$ cat config.mk
export PLATFORM = sky130hd
export DESIGN_NAME = nbh_host
export DESIGN_NICKNAME = d
export VERILOG_FILES = /design/src/logic/nbh_pkg.sv /design/src/logic/nbh_host.sv /design/src/logic/nbh_fifo.sv
export SDC_FILE = /design/constraint.sdc
export NUM_CORES = 1
export LEC_CHECK = 0
export BUFFER_PORTS_ARGS = -buffer_cell sky130_fd_sc_hd__buf_2
export CAP_MARGIN = 5
export CORE_ASPECT_RATIO = 2
export CORE_MARGIN = 2
export CORE_UTILIZATION = 35
export CTS_CLUSTER_SIZE = 30
export DETAILED_ROUTE_END_ITERATION = 8
export GPL_ROUTABILITY_DRIVEN = 0
export GPL_TIMING_DRIVEN = 0
export MAX_ROUTING_LAYER = met4
export PLACE_DENSITY_LB_ADDON = 0.3
export SLEW_MARGIN = 20
export SYNTH_ARGS = -nofsm -noshare
export SYNTH_HDL_FRONTEND = slang
export SYNTH_HIERARCHICAL = 1
export SYNTH_SLANG_ARGS = --single-unit
$ cat constraint.sdc
create_clock -name sys_clk -period 3 [get_ports sys_clk]
set_clock_uncertainty 0.05 [all_clocks]
set_input_delay 0.6 -clock sys_clk [delete_from_list [all_inputs] [get_ports sys_clk]]
set_output_delay 0.6 -clock sys_clk [all_outputs]
set_load 0.02 [all_outputs]
$ cat src/logic/nbh_pkg.sv
// Shared constants for the NAND bus host controller.
package nbh_pkg;
   localparam int CLK_PERIOD_NS = 25;
   // Strobe low and high phase times in ns.
   localparam int STROBE_LOW_NS = 25;
   localparam int STROBE_HIGH_NS = 25;
   localparam int STROBE_LOW_CYC = (STROBE_LOW_NS + CLK_PERIOD_NS - 1) / CLK_PERIOD_NS;
   localparam int STROBE_HIGH_CYC = (STROBE_HIGH_NS + CLK_PERIOD_NS - 1) / CLK_PERIOD_NS;
   // Write-protect settle time in ns.
   localparam int WP_SETTLE_NS = 100;
   localparam int WP_SETTLE_CYC = (WP_SETTLE_NS + CLK_PERIOD_NS - 1) / CLK_PERIOD_NS;
   // Long read cycle bound in ns; capture edge choice.
   localparam int LONG_READ_CYCLE_NS = 30;
   localparam int READ_CYCLE_NS = (STROBE_LOW_CYC + STROBE_HIGH_CYC) * CLK_PERIOD_NS;
   localparam bit CAPTURE_ON_RISE = (READ_CYCLE_NS >= LONG_READ_CYCLE_NS);
   localparam logic [7:0] CMD_RESET = 8'hff;
   localparam logic [7:0] CMD_STATUS = 8'h70;
   localparam int CNT_W = 16;
   localparam logic [1:0] KIND_CMD = 2'h0;
   localparam logic [1:0] KIND_ADDR = 2'h1;
   localparam logic [1:0] KIND_WRITE = 2'h2;
   localparam logic [1:0] KIND_READ = 2'h3;
   localparam int FIFO_DEPTH = 4;
endpackage : nbh_pkg

$ cat src/logic/nbh_host.sv
// Host controller that drives the NAND asynchronous bus pins.
// How it works
// RULE1: Command cycle raises cmd latch with addr latch low, strobe rises.
// RULE2: Address cycle raises addr latch with cmd latch low, strobe rises.
// RULE3: Data write cycle keeps both latches low and pulses write strobe.
// RULE4: Device ignores data input when unselected or busy; host waits ready.
// RULE5: Data read cycle pulses read strobe low with latches low.
// RULE6: Data output valid only when ready after array read; host waits ready.
// RULE7: Capture read data on rising edge when cycle at least 30ns.
// RULE8: Busy die discards most commands but accepts status read 70h.
// RULE9: Upper byte driven zero during command cycles on x16.
// RULE10: Upper byte held low during address cycles on x16.
// RULE11: x8 address four cycles: column low, column high, page/block, block.
// RULE12: x8 column bit 11 set forces column bits 10..6 zero; the host zeroes only bits 10..8, in the column high cycle.
// RULE13: x16 second cycle carries column 10..8; bit 10 forces 9..5 zero; the host zeroes only bits 9..8.
// RULE14: Bits outside the address space driven low; cycle count per command.
// RULE15: Device standby while chip select high.
// RULE16: Device keeps busy operation while chip select high.
// RULE17: Transaction is command, address cycles, then data cycles.
// RULE18: Device blocks program and erase while write protect low.
// RULE19: Write protect changes only while idle and ready.
// RULE20: Wait settle time after write protect change before next command.
// RULE21: Device honours write protect always, even deselected.
// RULE22: Data and cache registers act as one in normal page operations.
// RULE23: Ready/busy high when all dies ready, low when any busy.
// RULE24: First command after power-on is reset FFh; busy follows.
// RULE25: Device column pointer advances per data word.
`timescale 1ns/1ps
module nbh_host
   import nbh_pkg::*;
#(
   parameter int BUS_W = 8
)
(
   input wire logic sys_clk,
   input wire logic rstn,
   input wire logic [1:0] req_kind,
   input wire logic [15:0] req_data,
   input wire logic req_wait_ready,
   input wire logic req_valid,
   output logic req_ready,
   input wire logic wp_req,
   output logic [BUS_W-1:0] rd_data,
   output logic rd_valid,
   input wire logic rd_ready,
   output logic busy,
   output logic chip_select_n,
   output logic cmd_latch_en,
   output logic addr_latch_en,
   output logic write_strobe_n,
   output logic read_strobe_n,
   output logic write_protect_n,
   output logic [BUS_W-1:0] io_out,
   output logic io_oe,
   input wire logic [BUS_W-1:0] io_in,
   input wire logic ready_busy_n
);
   initial
   begin
      if (BUS_W != 8 && BUS_W != 16)
         $error("nbh_host bus width must be 8 or 16");
   end
   typedef enum logic [2:0] {
      ST_IDLE = 3'h0,
      ST_LOW = 3'h1,
      ST_HIGH = 3'h2,
      ST_WAIT = 3'h3,
      ST_WP = 3'h4
   } nbh_state_t;
   // Synchronisers for the asynchronous pin inputs.
   logic [BUS_W-1:0] io_s1;
   logic [BUS_W-1:0] io_s2;
   logic rb_s1;
   logic rb_s2;
   always_ff @(posedge sys_clk or negedge rstn)
   begin
      if (!rstn)
      begin
         io_s1 <= '0;
         io_s2 <= '0;
         rb_s1 <= 1'b0;
         rb_s2 <= 1'b0;
      end
      else
      begin
         io_s1 <= io_in;
         io_s2 <= io_s1;
         rb_s1 <= ready_busy_n;
         rb_s2 <= rb_s1;
      end
   end
   nbh_state_t state;
   nbh_state_t next_state;
   logic [1:0] kind;
   logic [1:0] next_kind;
   logic [15:0] word;
   logic [15:0] next_word;
   logic [CNT_W-1:0] cnt;
   logic [CNT_W-1:0] next_cnt;
   logic wp;
   logic next_wp;
   logic wp_done;
   logic next_wp_done;
   logic cap_valid;
   logic [BUS_W-1:0] cap_data;
   logic fifo_ready;
   logic wait_rdy;
   logic next_wait_rdy;
   logic cap_pend, next_cap_pend;
   logic [1:0] acnt, next_acnt;
   logic sec_cyc, next_sec_cyc;
   logic reset_seen, next_reset_seen;
   // Upper byte zero for command and address; the column high cycle keeps only valid bits.
   function automatic logic [BUS_W-1:0] bus_word(input logic [1:0] k, input logic [15:0] w,
      input logic sec);
      logic [15:0] v;
      v = (k == KIND_CMD || k == KIND_ADDR) ? {8'h00, w[7:0]} : w; // RULE9 RULE10 RULE14
      if (k == KIND_ADDR && sec) // RULE11 RULE12 RULE13
         v = (BUS_W == 8) ? (w[3] ? 16'h0008 : {12'h000, w[3:0]})
            : (w[2] ? 16'h0004 : {13'h0000, w[2:0]});
      return v[BUS_W-1:0];
   endfunction : bus_word
   always_comb
   begin
      next_state = state;
      next_kind = kind;
      next_word = word;
      next_cnt = cnt;
      next_wp = wp;
      next_wp_done = 1'b0;
      next_wait_rdy = wait_rdy;
      next_cap_pend = 1'b0;
      next_acnt = acnt;
      next_sec_cyc = sec_cyc;
      next_reset_seen = reset_seen;
      req_ready = 1'b0;
      case (state)
         ST_IDLE:
         begin
            // Write protect moves only between bus cycles (ST_IDLE), device ready.
            if (wp_req != wp && rb_s2) // RULE19
            begin
               next_wp = wp_req;
               next_cnt = CNT_W'(WP_SETTLE_CYC);
               next_state = ST_WP;
            end
            else if (req_valid && (!req_wait_ready || rb_s2) // RULE4 RULE6 RULE17
               && (reset_seen || (req_kind == KIND_CMD && req_data[7:0] == CMD_RESET))) // RULE24
            begin
               req_ready = (req_kind != KIND_READ) || (fifo_ready && !cap_pend);
               if (req_ready)
               begin
                  next_reset_seen = 1'b1;
                  next_sec_cyc = (req_kind == KIND_ADDR) && acnt == 2'h1; // RULE11
                  next_acnt = (req_kind == KIND_CMD) ? 2'h0
                     : acnt + {1'b0, req_kind == KIND_ADDR && acnt != 2'h3};
                  next_kind = req_kind;
                  next_word = req_data;
                  next_wait_rdy = req_wait_ready;
                  next_cnt = CNT_W'(STROBE_LOW_CYC);
                  next_state = ST_LOW;
               end
            end
         end
         ST_LOW:
         begin
            if (cnt > CNT_W'(1))
               next_cnt = cnt - 1'b1;
            else
            begin
               next_cnt = CNT_W'(STROBE_HIGH_CYC);
               next_state = ST_HIGH;
            end
         end
         ST_HIGH:
         begin
            if (cnt == CNT_W'(STROBE_HIGH_CYC) && kind == KIND_READ)
               next_cap_pend = 1'b1; // RULE7
            if (cnt > CNT_W'(1))
               next_cnt = cnt - 1'b1;
            else
               next_state = ST_IDLE;
         end
         ST_WP:
         begin
            if (cnt > CNT_W'(1)) // RULE20
               next_cnt = cnt - 1'b1;
            else
            begin
               next_wp_done = 1'b1;
               next_state = ST_IDLE;
            end
         end
         default:
            next_state = ST_IDLE;
      endcase
   end
   always_ff @(posedge sys_clk or negedge rstn)
   begin
      if (!rstn)
      begin
         state <= ST_IDLE;
         kind <= KIND_CMD;
         word <= '0;
         cnt <= '0;
         wp <= 1'b0;
         wp_done <= 1'b0;
         wait_rdy <= 1'b0;
         cap_pend <= 1'b0;
         acnt <= 2'h0;
         sec_cyc <= 1'b0;
         reset_seen <= 1'b0;
      end
      else
      begin
         state <= next_state;
         kind <= next_kind;
         word <= next_word;
         cnt <= next_cnt;
         wp <= next_wp;
         wp_done <= next_wp_done;
         wait_rdy <= next_wait_rdy;
         cap_pend <= next_cap_pend;
         acnt <= next_acnt;
         sec_cyc <= next_sec_cyc;
         reset_seen <= next_reset_seen;
      end
   end
   // Data seen at the strobe rise leaves the synchroniser a cycle later, so the push waits.
   assign cap_data = io_s2;
   assign cap_valid = cap_pend;
   nbh_fifo #(
      .WIDTH(BUS_W),
      .DEPTH(FIFO_DEPTH)
   ) u_fifo (
      .sys_clk(sys_clk),
      .rstn(rstn),
      .in_data(cap_data),
      .in_valid(cap_valid),
      .in_ready(fifo_ready),
      .out_data(rd_data),
      .out_valid(rd_valid),
      .out_ready(rd_ready)
   );
   always_comb
   begin
      chip_select_n = (state == ST_IDLE || state == ST_WP); // RULE15 RULE16
      cmd_latch_en = (state != ST_IDLE && state != ST_WP) && kind == KIND_CMD; // RULE1
      addr_latch_en = (state != ST_IDLE && state != ST_WP) && kind == KIND_ADDR; // RULE2
      write_strobe_n = !(state == ST_LOW && kind != KIND_READ); // RULE1 RULE2 RULE3
      read_strobe_n = !(state == ST_LOW && kind == KIND_READ); // RULE5
      io_oe = (state == ST_LOW || state == ST_HIGH) && kind != KIND_READ;
      io_out = bus_word(kind, word, sec_cyc);
      write_protect_n = wp; // RULE18 RULE21
      busy = (state != ST_IDLE) || !rb_s2; // RULE23
   end
   a_cmd_pins: assert property (@(posedge sys_clk) disable iff (!rstn) // RULE1
      cmd_latch_en |-> !addr_latch_en && !chip_select_n && read_strobe_n)
      else $error("command cycle pins wrong");
   a_addr_pins: assert property (@(posedge sys_clk) disable iff (!rstn) // RULE2
      addr_latch_en |-> !cmd_latch_en && read_strobe_n
         && (sec_cyc || io_out == BUS_W'(word[7:0])))
      else $error("address cycle pins wrong");
   a_col_high: assert property (@(posedge sys_clk) disable iff (!rstn) // RULE11 RULE12 RULE13
      addr_latch_en && sec_cyc |-> io_out <= BUS_W'(BUS_W == 8 ? 8 : 4))
      else $error("column high address cycle wrong");
   a_write_low: assert property (@(posedge sys_clk) disable iff (!rstn) // RULE3
      $fell(write_strobe_n) |=> $rose(write_strobe_n) && io_oe)
      else $error("write strobe width wrong");
   a_read_low: assert property (@(posedge sys_clk) disable iff (!rstn) // RULE5
      !read_strobe_n |-> !cmd_latch_en && !addr_latch_en && write_strobe_n && !io_oe)
      else $error("read cycle pins wrong");
   a_read_capture: assert property (@(posedge sys_clk) disable iff (!rstn) // RULE7
      $rose(read_strobe_n) |=> cap_valid)
      else $error("read data not captured");
   a_wp_settle: assert property (@(posedge sys_clk) disable iff (!rstn) // RULE20
      $changed(write_protect_n) |-> chip_select_n [*4])
      else $error("command before write protect settle");
   a_wp_idle: assert property (@(posedge sys_clk) disable iff (!rstn) // RULE19
      $changed(write_protect_n) |-> $past(state) == ST_IDLE && $past(rb_s2))
      else $error("write protect changed while not idle");
   a_wait_ready: assert property (@(posedge sys_clk) disable iff (!rstn) // RULE4
      $fell(chip_select_n) && wait_rdy |-> $past(rb_s2))
      else $error("waited request started while busy");
   a_cmd_upper: assert property (@(posedge sys_clk) disable iff (!rstn) // RULE9
      (cmd_latch_en || addr_latch_en) |-> io_out == BUS_W'(word[7:0]))
      else $error("upper byte not zero");
   a_first_reset: assert property (@(posedge sys_clk) disable iff (!rstn) // RULE24
      cmd_latch_en && io_out[7:0] != CMD_RESET |-> $past(reset_seen))
      else $error("command sent before reset");
   c_cmd: cover property (@(posedge sys_clk) disable iff (!rstn) $rose(cmd_latch_en));
   c_read: cover property (@(posedge sys_clk) disable iff (!rstn) cap_valid);
   c_fifo_full: cover property (@(posedge sys_clk) disable iff (!rstn) !fifo_ready);
   c_wp: cover property (@(posedge sys_clk) disable iff (!rstn) wp_done);
endmodule : nbh_host

$ cat src/logic/nbh_fifo.sv
// Small flip-flop FIFO with valid and ready on both sides.
`timescale 1ns/1ps
module nbh_fifo
   import nbh_pkg::*;
#(
   parameter int WIDTH = 16,
   parameter int DEPTH = FIFO_DEPTH
)
(
   input wire logic sys_clk,
   input wire logic rstn,
   input wire logic [WIDTH-1:0] in_data,
   input wire logic in_valid,
   output logic in_ready,
   output logic [WIDTH-1:0] out_data,
   output logic out_valid,
   input wire logic out_ready
);
   localparam int AW = (DEPTH > 1) ? $clog2(DEPTH) : 1;
   initial
   begin
      if (DEPTH < 2 || (DEPTH & (DEPTH - 1)) != 0)
         $error("nbh_fifo depth must be a power of two of at least two");
   end
   logic [WIDTH-1:0] mem [DEPTH];
   logic [AW:0] wr_ptr;
   logic [AW:0] rd_ptr;
   logic [AW:0] next_wr_ptr;
   logic [AW:0] next_rd_ptr;
   logic push;
   logic pop;
   always_comb
   begin
      in_ready = (wr_ptr - rd_ptr) != (AW + 1)'(DEPTH);
      out_valid = wr_ptr != rd_ptr;
      out_data = mem[rd_ptr[AW-1:0]];
      push = in_valid && in_ready;
      pop = out_valid && out_ready;
      next_wr_ptr = push ? wr_ptr + 1'b1 : wr_ptr;
      next_rd_ptr = pop ? rd_ptr + 1'b1 : rd_ptr;
   end
   always_ff @(posedge sys_clk or negedge rstn)
   begin
      if (!rstn)
      begin
         wr_ptr <= '0;
         rd_ptr <= '0;
      end
      else
      begin
         wr_ptr <= next_wr_ptr;
         rd_ptr <= next_rd_ptr;
      end
   end
   always_ff @(posedge sys_clk)
   begin
      if (push)
         mem[wr_ptr[AW-1:0]] <= in_data;
   end
endmodule : nbh_fifo

==> results of run 1 <==
-- worst max path at each step --
| stage | start | end | slack (ns) | cells after the start |
|---|---|---|---|---|
| 6_report | u_fifo/wr_ptr[0] | req_ready | 0.05 | 10 |
| 3_3_place_gp | u_fifo/rd_ptr[1] | req_ready | -0.36 | 13 |
| 4_1_cts | u_fifo/rd_ptr[1] | req_ready | -0.09 | 12 |
| 3_5_place_dp | u_fifo/rd_ptr[1] | req_ready | -0.39 | 13 |
| 2_1_floorplan | u_fifo/rd_ptr[1] | req_ready | 0.02 | 12 |
| 5_1_grt | u_fifo/wr_ptr[0] | req_ready | -0.06 | 10 |
-- flip-flops by register name (all words and copies together), names as in the netlist, 2 cells and up --
name,cells
cap_data,8
kind,2
u_fifo/wr_ptr,3
word,8
u_fifo/mem,32
u_fifo/rd_ptr,3
acnt,2
io_s1,8
cnt,16
state,3
-- power breakdown --
| group | internal, µW | switching, µW |
|---|---|---|
| combinational | 263 | 357 |
| clock | 675 | 476 |
| sequential | 1410 | 127 |
-- Yosys cell counts, types with 3 or more instances --
cell type | instances | share of area, %
dfrtp_1 | 59 | 37
or3_1 | 3 | 0.46
edfxtp_1 | 32 | 24
buf_2 | 7 | 0.87
mux2_1 | 10 | 2.8
xor2_1 | 7 | 1.5
xnor2_1 | 3 | 0.65
nor3_1 | 6 | 0.74
nand2b_1 | 4 | 0.62
and2_1 | 11 | 1.7
o21ai_1 | 5 | 0.62
nand3_1 | 9 | 1.1
a21oi_1 | 13 | 1.6
inv_1 | 10 | 0.93
o21ai_0 | 5 | 0.62
o211ai_1 | 3 | 0.56
o31ai_1 | 8 | 1.5
nor2_1 | 12 | 1.1
nand2_1 | 20 | 1.9
mux4_2 | 8 | 4.5
ha_1 | 10 | 3.1
or4_1 | 7 | 1.3
-- final cells by class --
cell class              count  area (µm²)  area share, %
flip-flops and latches     91        2440           49.7
multi-input cells         191        1540           31.4
repair buffers             62         349           7.11
clock buffers              10         239           4.87
well taps                 142         178           3.62
clock inverters             6        70.1           1.43
inverters                  12        50.0           1.02
plain buffers               8        43.8          0.892
-- repair_timing --
item | CTS | global route
pin swaps | 4 | 4
setup buffers | 7 | 5
setup endpoints to repair | 8 | 5
endpoints found under the hold margin | 0 | 0
gates resized for setup | 19 | 3
-- per-layer routing --
layer / GRT usage (%) / vias up / share of wire [%]
met3: 2.84 / 15 / 2.6
li1: - / 1278 / -
met4: 6.13 / 0 / 2.3
met1: 14.1 / 1345 / 35
met2: 27.2 / 50 / 60
met5: - / - / 0
-- cells by family after synthesis --
group	count (synthesis)	synth area share (%)
compound gates	53	9.38
xor+xnor	12	2.97
fa+ha+maj	10	3.09
buf+inv	23	2.54
flops	91	60.3
mux	22	8.42
simple gates	94	13.3
-- stage by stage --
stage | hold slack (ns) | instance area (µm²) | TNS [ns] | total power (µW) | std cells
after global routing | 0.301 | 4910 | -0.0584 | 3500 | 522
after detailed placement | 0.286 | 4480 | -0.697 | 2180 | 497
after CTS | 0.301 | 4900 | -0.0895 | 3350 | 519
after floorplan | 0.254 | 4050 | 0 | 1990 | 305
final | 0.272 | 4910 | 0 | 3310 | 522
after global placement | 0.286 | 4480 | -0.477 | 2160 | 497
==> summary.md, run 1 <==
| Metric | Value |
|---|---|
| Register area share after synthesis | 60.3% |
| Routed Antenna Nets | 0 |
| Crit-path cells | inv_2 > ha_2 > nor2b_4 > xnor2_2 > nand3_1 > nor2b_4 > o211ai_1 > or4_4 > inv_4 > buf_6 |
| CP Launch Type | flip-flop |
| Clk Latency, worst-skew pair | 0.34 ns |
| Power density over the cells | 674 nW/µm² |
| Hold buffers post-CTS | 0 |
| Number of diodes | 0 |
| Worst Reg-to-Reg Cells | 13 |
| Synth Instances | 305 |
| Vias in the first global route | 2782 |
| Yosys cell types | 61 |
| Worst Tran Pin Value | 0.772 ns |
| Post-synth top flop | dfrtp_1 |
| Crit path buf inv count | 3 |
| Maximum clock path buffer count | 2 |
| Synth async-reset ratio | 64.8% |
| Die footprint | 12500 µm² |
| DRT iter0 DRCs | 87 |
| Clk root buf | clkbuf_16 |
| RSZ-0062 raised after global routing | yes |
| Port Buf Inserts | 50 |
| Place WS | -0.387 ns |
| Yosys warnings | 6 |
| Row count | 55 |
| Post-route DRC | 0 |
| Io pins | 59 |
| Peak supply drop | 0.394 mV |
| Number of buffers created by CTS | 9 |
| Clk slew on worst S/H paths | 0.06 ns |
| WP data required | 2.35 ns |
| Crit Reg-Reg Startpoint | u_fifo/wr_ptr[0] |
| P_leak | 0.00206 µW |
| Wire length per cell | 16.0 µm |
| Initial antenna violation count | 0 |
| Max-slew violations | 0 |
| WS Path Type | flip-flop to primary output |
| CTS tree | done |
| Drt via density | 5.15 |
| Die Y | 156 µm |
| Critical Path Sink Type | primary output |
| Syn nets | 348 |
| Final Hold Violating Endpoints | 0 |
| Setup ws final | 0.0539 ns |
| Flop2flop setup slack | 0.16 ns |
| CP most frequent cell | nor2b_4 |
| Critical Path AT | 2.30 ns |
| Initial Util | 35.8% |
| Hold WC Path Type | input pin to async pin |
| Total GRT Usage | 14.6% |
| Syn avg cell area | 13.3 µm² |
| Core area | 11300 µm² |
| Final setup fails | 0 |
| Routed vias | 2688 |
| Syn Std Cell Area | 4040 µm² |
| Max Cap Viol | 0 |
| First-pass GRT wire length | 13400 µm |
| Nets | 418 |
| Clk sinks | 91 |
| Fin util | 43.5% |
| Worst r2r dst | cnt[12] |
| Max frequency | 339 MHz |
| Grt total ovfl | 0 |
| Syn-to-layout area delta | 21.4% |
| Initial DRT Pass Iterations | 4 |
| Largest net degree at the start of global routing | 60 |
| CP Max Fanout | 3 |
| Count of flip-flops with a built-in enable after synthesis | 32 |
| Die X-Extent | 80.0 µm |
| Part of the cycle the worst path needs | 98.2% |
| CP top delay family | simple AND/OR/NAND/NOR gates |
| Slew headroom | 48.6% |
| Fillers | 1090 |
| Commonest non-fill, non-tap cell in the layout | dfrtp_1 |
| Share of cells above drive strength 1 | 31.8% |
| Most frequent cells in the layout | dfrtp_1 (58), buf_2 (53), edfxtp_1 (32) |
| Status | complete, no violations |
| Synth Register Bits | 91 |
| Tmin final | 2.95 ns |
| Max incr delay on CP | 0.57 ns |
| Placed wire-length estimate | 6090 µm |
| Routed wire length | 8340 µm |
| Number of H-tree levels | 3 |
| Critical path's slowest cell | or4_4 |
No activity file was read; power rests on OpenSTA's default activity.
==> inputs of run 2 (changes only) <==
- RECOVER_POWER: default -> 50
==> run 2 against run 1 <==
  * Die area did not move
  * Combinational power barely moved
  * First-iteration DRC count fell by 2.3%
  * Non-clock buffer count did not move
  * Routed wire length barely moved
  * Fmax rose by 0.23%
  * Highest routed layer unchanged
  * Critical path type unchanged
  * Via count fell by 0.45%
  * Sequential power barely moved
  * Register-to-register slack barely moved
  * The flow now finishes with violations (capacitance limit, slew limit)
  * Sequential share of layout area barely moved
  * Cell count did not move
  * Core utilization barely moved
==> summary.md, run 2 (synthesis results as in run 1) <==
| Metric | Value |
|---|---|
| Row count | 55 (unchanged) |
| CTS tree | done (unchanged) |
| Routed Antenna Nets | 0 (unchanged) |
| Final Hold Violating Endpoints | 0 (unchanged) |
| Max frequency | 340 MHz (was 339 MHz) |
| Maximum clock path buffer count | 2 (unchanged) |
| Total GRT Usage | 14.6% (unchanged) |
| Vias in the first global route | 2782 (unchanged) |
| CP Launch Type | flip-flop (unchanged) |
| Worst r2r dst | cnt[12] (unchanged) |
| Placed Instance Area | 4480 µm² (unchanged) |
| WP data required | 2.35 ns (about the same) |
| Initial DRT Pass Iterations | 4 (unchanged) |
| P_leak | 0.00206 µW (about the same) |
| Die X-Extent | 80.0 µm (unchanged) |
| Clk root buf | clkbuf_16 (unchanged) |
| Max reg flops | 32 (unchanged) |
| Most frequent cells in the layout | dfrtp_1 (58), buf_2 (53), edfxtp_1 (32) (unchanged) |
| Total negative slack | 0 ns (unchanged) |
| Finished layout cell area | 4910 µm² (about the same) |
| Placed wire-length estimate | 6090 µm (unchanged) |
| Fin util | 43.5% (about the same) |
| Routed wire length | 8340 µm (about the same) |
| Largest net degree at the start of global routing | 60 (unchanged) |
| Hold buffers post-CTS | 0 (unchanged) |
| Core area | 11300 µm² (unchanged) |
| Clk sinks | 91 (unchanged) |
| Commonest non-fill, non-tap cell in the layout | dfrtp_1 (unchanged) |
| Syn-to-layout area delta | 21.4% (about the same) |
| Hold WC Path Type | flip-flop to flip-flop (was input pin to async pin) |
| First-pass GRT wire length | 13400 µm (unchanged) |
| Status | finished, violations left (was complete, no violations) |
| Tmin final | 2.94 ns (was 2.95 ns) |
| Number of buffers created by CTS | 9 (unchanged) |
| Die Y | 156 µm (unchanged) |
| Io pins | 59 (unchanged) |
| Part of the cycle the worst path needs | 98.0% (was 98.2%) |
| Final setup fails | 0 (unchanged) |
| Nets | 418 (unchanged) |
| Critical Path Sink Type | primary output (unchanged) |
| Critical Path AT | 2.29 ns (was 2.30 ns) |
| Routed vias | 2676 (was 2688) |
| Max Cap Viol | 1 (was 0) |
| Hold Path End | cap_data[4] |
| Slew headroom | -0.908% (was 48.6%) |
| Failing checks | capacitance limit, slew limit |
| Worst hold margin | 0.297 ns (was 0.272 ns) |
| Clk Latency, worst-skew pair | 0.34 ns (about the same) |
| Post-route DRC | 0 (unchanged) |
| Max-slew violations | 60 (was 0) |
| Flop2flop setup slack | 0.17 ns (was 0.16 ns) |
| Peak supply drop | 0.394 mV (about the same) |
| Die footprint | 12500 µm² (unchanged) |
| Number of H-tree levels | 3 (unchanged) |
| Crit Reg-Reg Startpoint | u_fifo/wr_ptr[0] (unchanged) |
| Share of cells above drive strength 1 | 31.8% (unchanged) |
| Wire length per cell | 16.0 µm (about the same) |
| CP Max Fanout | 3 (unchanged) |
| Power density over the cells | 675 nW/µm² (was 674 nW/µm²) |
| RSZ-0062 raised after global routing | yes (unchanged) |
| Port Buf Inserts | 50 (unchanged) |
| DRT iter0 DRCs | 85 (was 87) |
| Worst Reg-to-Reg Cells | 13 (unchanged) |
| Initial antenna violation count | 0 (unchanged) |
| Grt total ovfl | 0 (unchanged) |
| Drt via density | 5.13 (was 5.15) |
| Min-Delay Path Depth | 0 |
| Hold_sp | io_s1[4] |
| Worst Tran Pin Value | 1.51 ns (was 0.772 ns) |
| Clk slew on worst S/H paths | 0.06 ns (about the same) |
| WS Path Type | flip-flop to primary output (unchanged) |
| Initial Util | 35.8% (unchanged) |
| Number of diodes | 0 (unchanged) |
run 2: how the worst max path moves through the flow:
stage                                start   endpoint  slack, ns  depth (start not counted)
after floorplan           u_fifo/rd_ptr[1]  req_ready       0.02                         12
after global placement    u_fifo/rd_ptr[1]  req_ready      -0.36                         13
after detailed placement  u_fifo/rd_ptr[1]  req_ready      -0.39                         13
after CTS                 u_fifo/rd_ptr[1]  req_ready      -0.09                         12
after global routing      u_fifo/wr_ptr[0]  req_ready      -0.06                         10
final                     u_fifo/wr_ptr[0]  req_ready       0.06                         10
run 2: timing repair:
action                                  CTS  global route
resized for setup                        19             3
pin swaps                                 4             4
setup buffers                             7             5
endpoints found under the setup margin    8             5
run 2: area by class of cell:
type	instances	area (µm²)
fillers	1089	6380
flip-flops and latches	91	2440
multi-input cells	191	1540
repair buffers	62	347
clock buffers	10	239
well taps	142	178
clock inverters	6	70.1
inverters	12	50.0
plain buffers	8	43.8
run 2: report_power, final:
| group | leakage, µW | internal [µW] | switching (µW) |
|---|---|---|---|
| clock | 0.000153 | 675 | 479 |
| sequential | 0.00103 | 1410 | 127 |
| combinational | 0.000876 | 262 | 357 |
run 2: critical path, cell delays in order (launching register included):
cell	delay, ns
dfrtp_1	0.39
inv_2	0.08
ha_2	0.16
nor2b_4	0.14
xnor2_2	0.07
nand3_1	0.09
nor2b_4	0.15
o211ai_1	0.12
or4_4	0.57
inv_4	0.07
buf_6	0.10
run 2: metrics by stage:
stage | power (µW) | setup slack, ns | std cells
6_report | 3310 | 0.0607 | 522
5_1_grt | 3500 | -0.0552 | 522
4_1_cts | 3350 | -0.0895 | 519
3_5_place_dp | 2180 | -0.387 | 497
3_3_place_gp | 2160 | -0.364 | 497
2_1_floorplan | 1990 | 0.0247 | 305
run 2: per-layer routing:
metal	part of all wire, %	vias up	global-route usage (%)
li1	-	1278	-
met1	36	1333	14.1
met2	59	50	27.2
met3	2.6	15	2.84
met4	2.3	0	6.13
met5	0	-	-
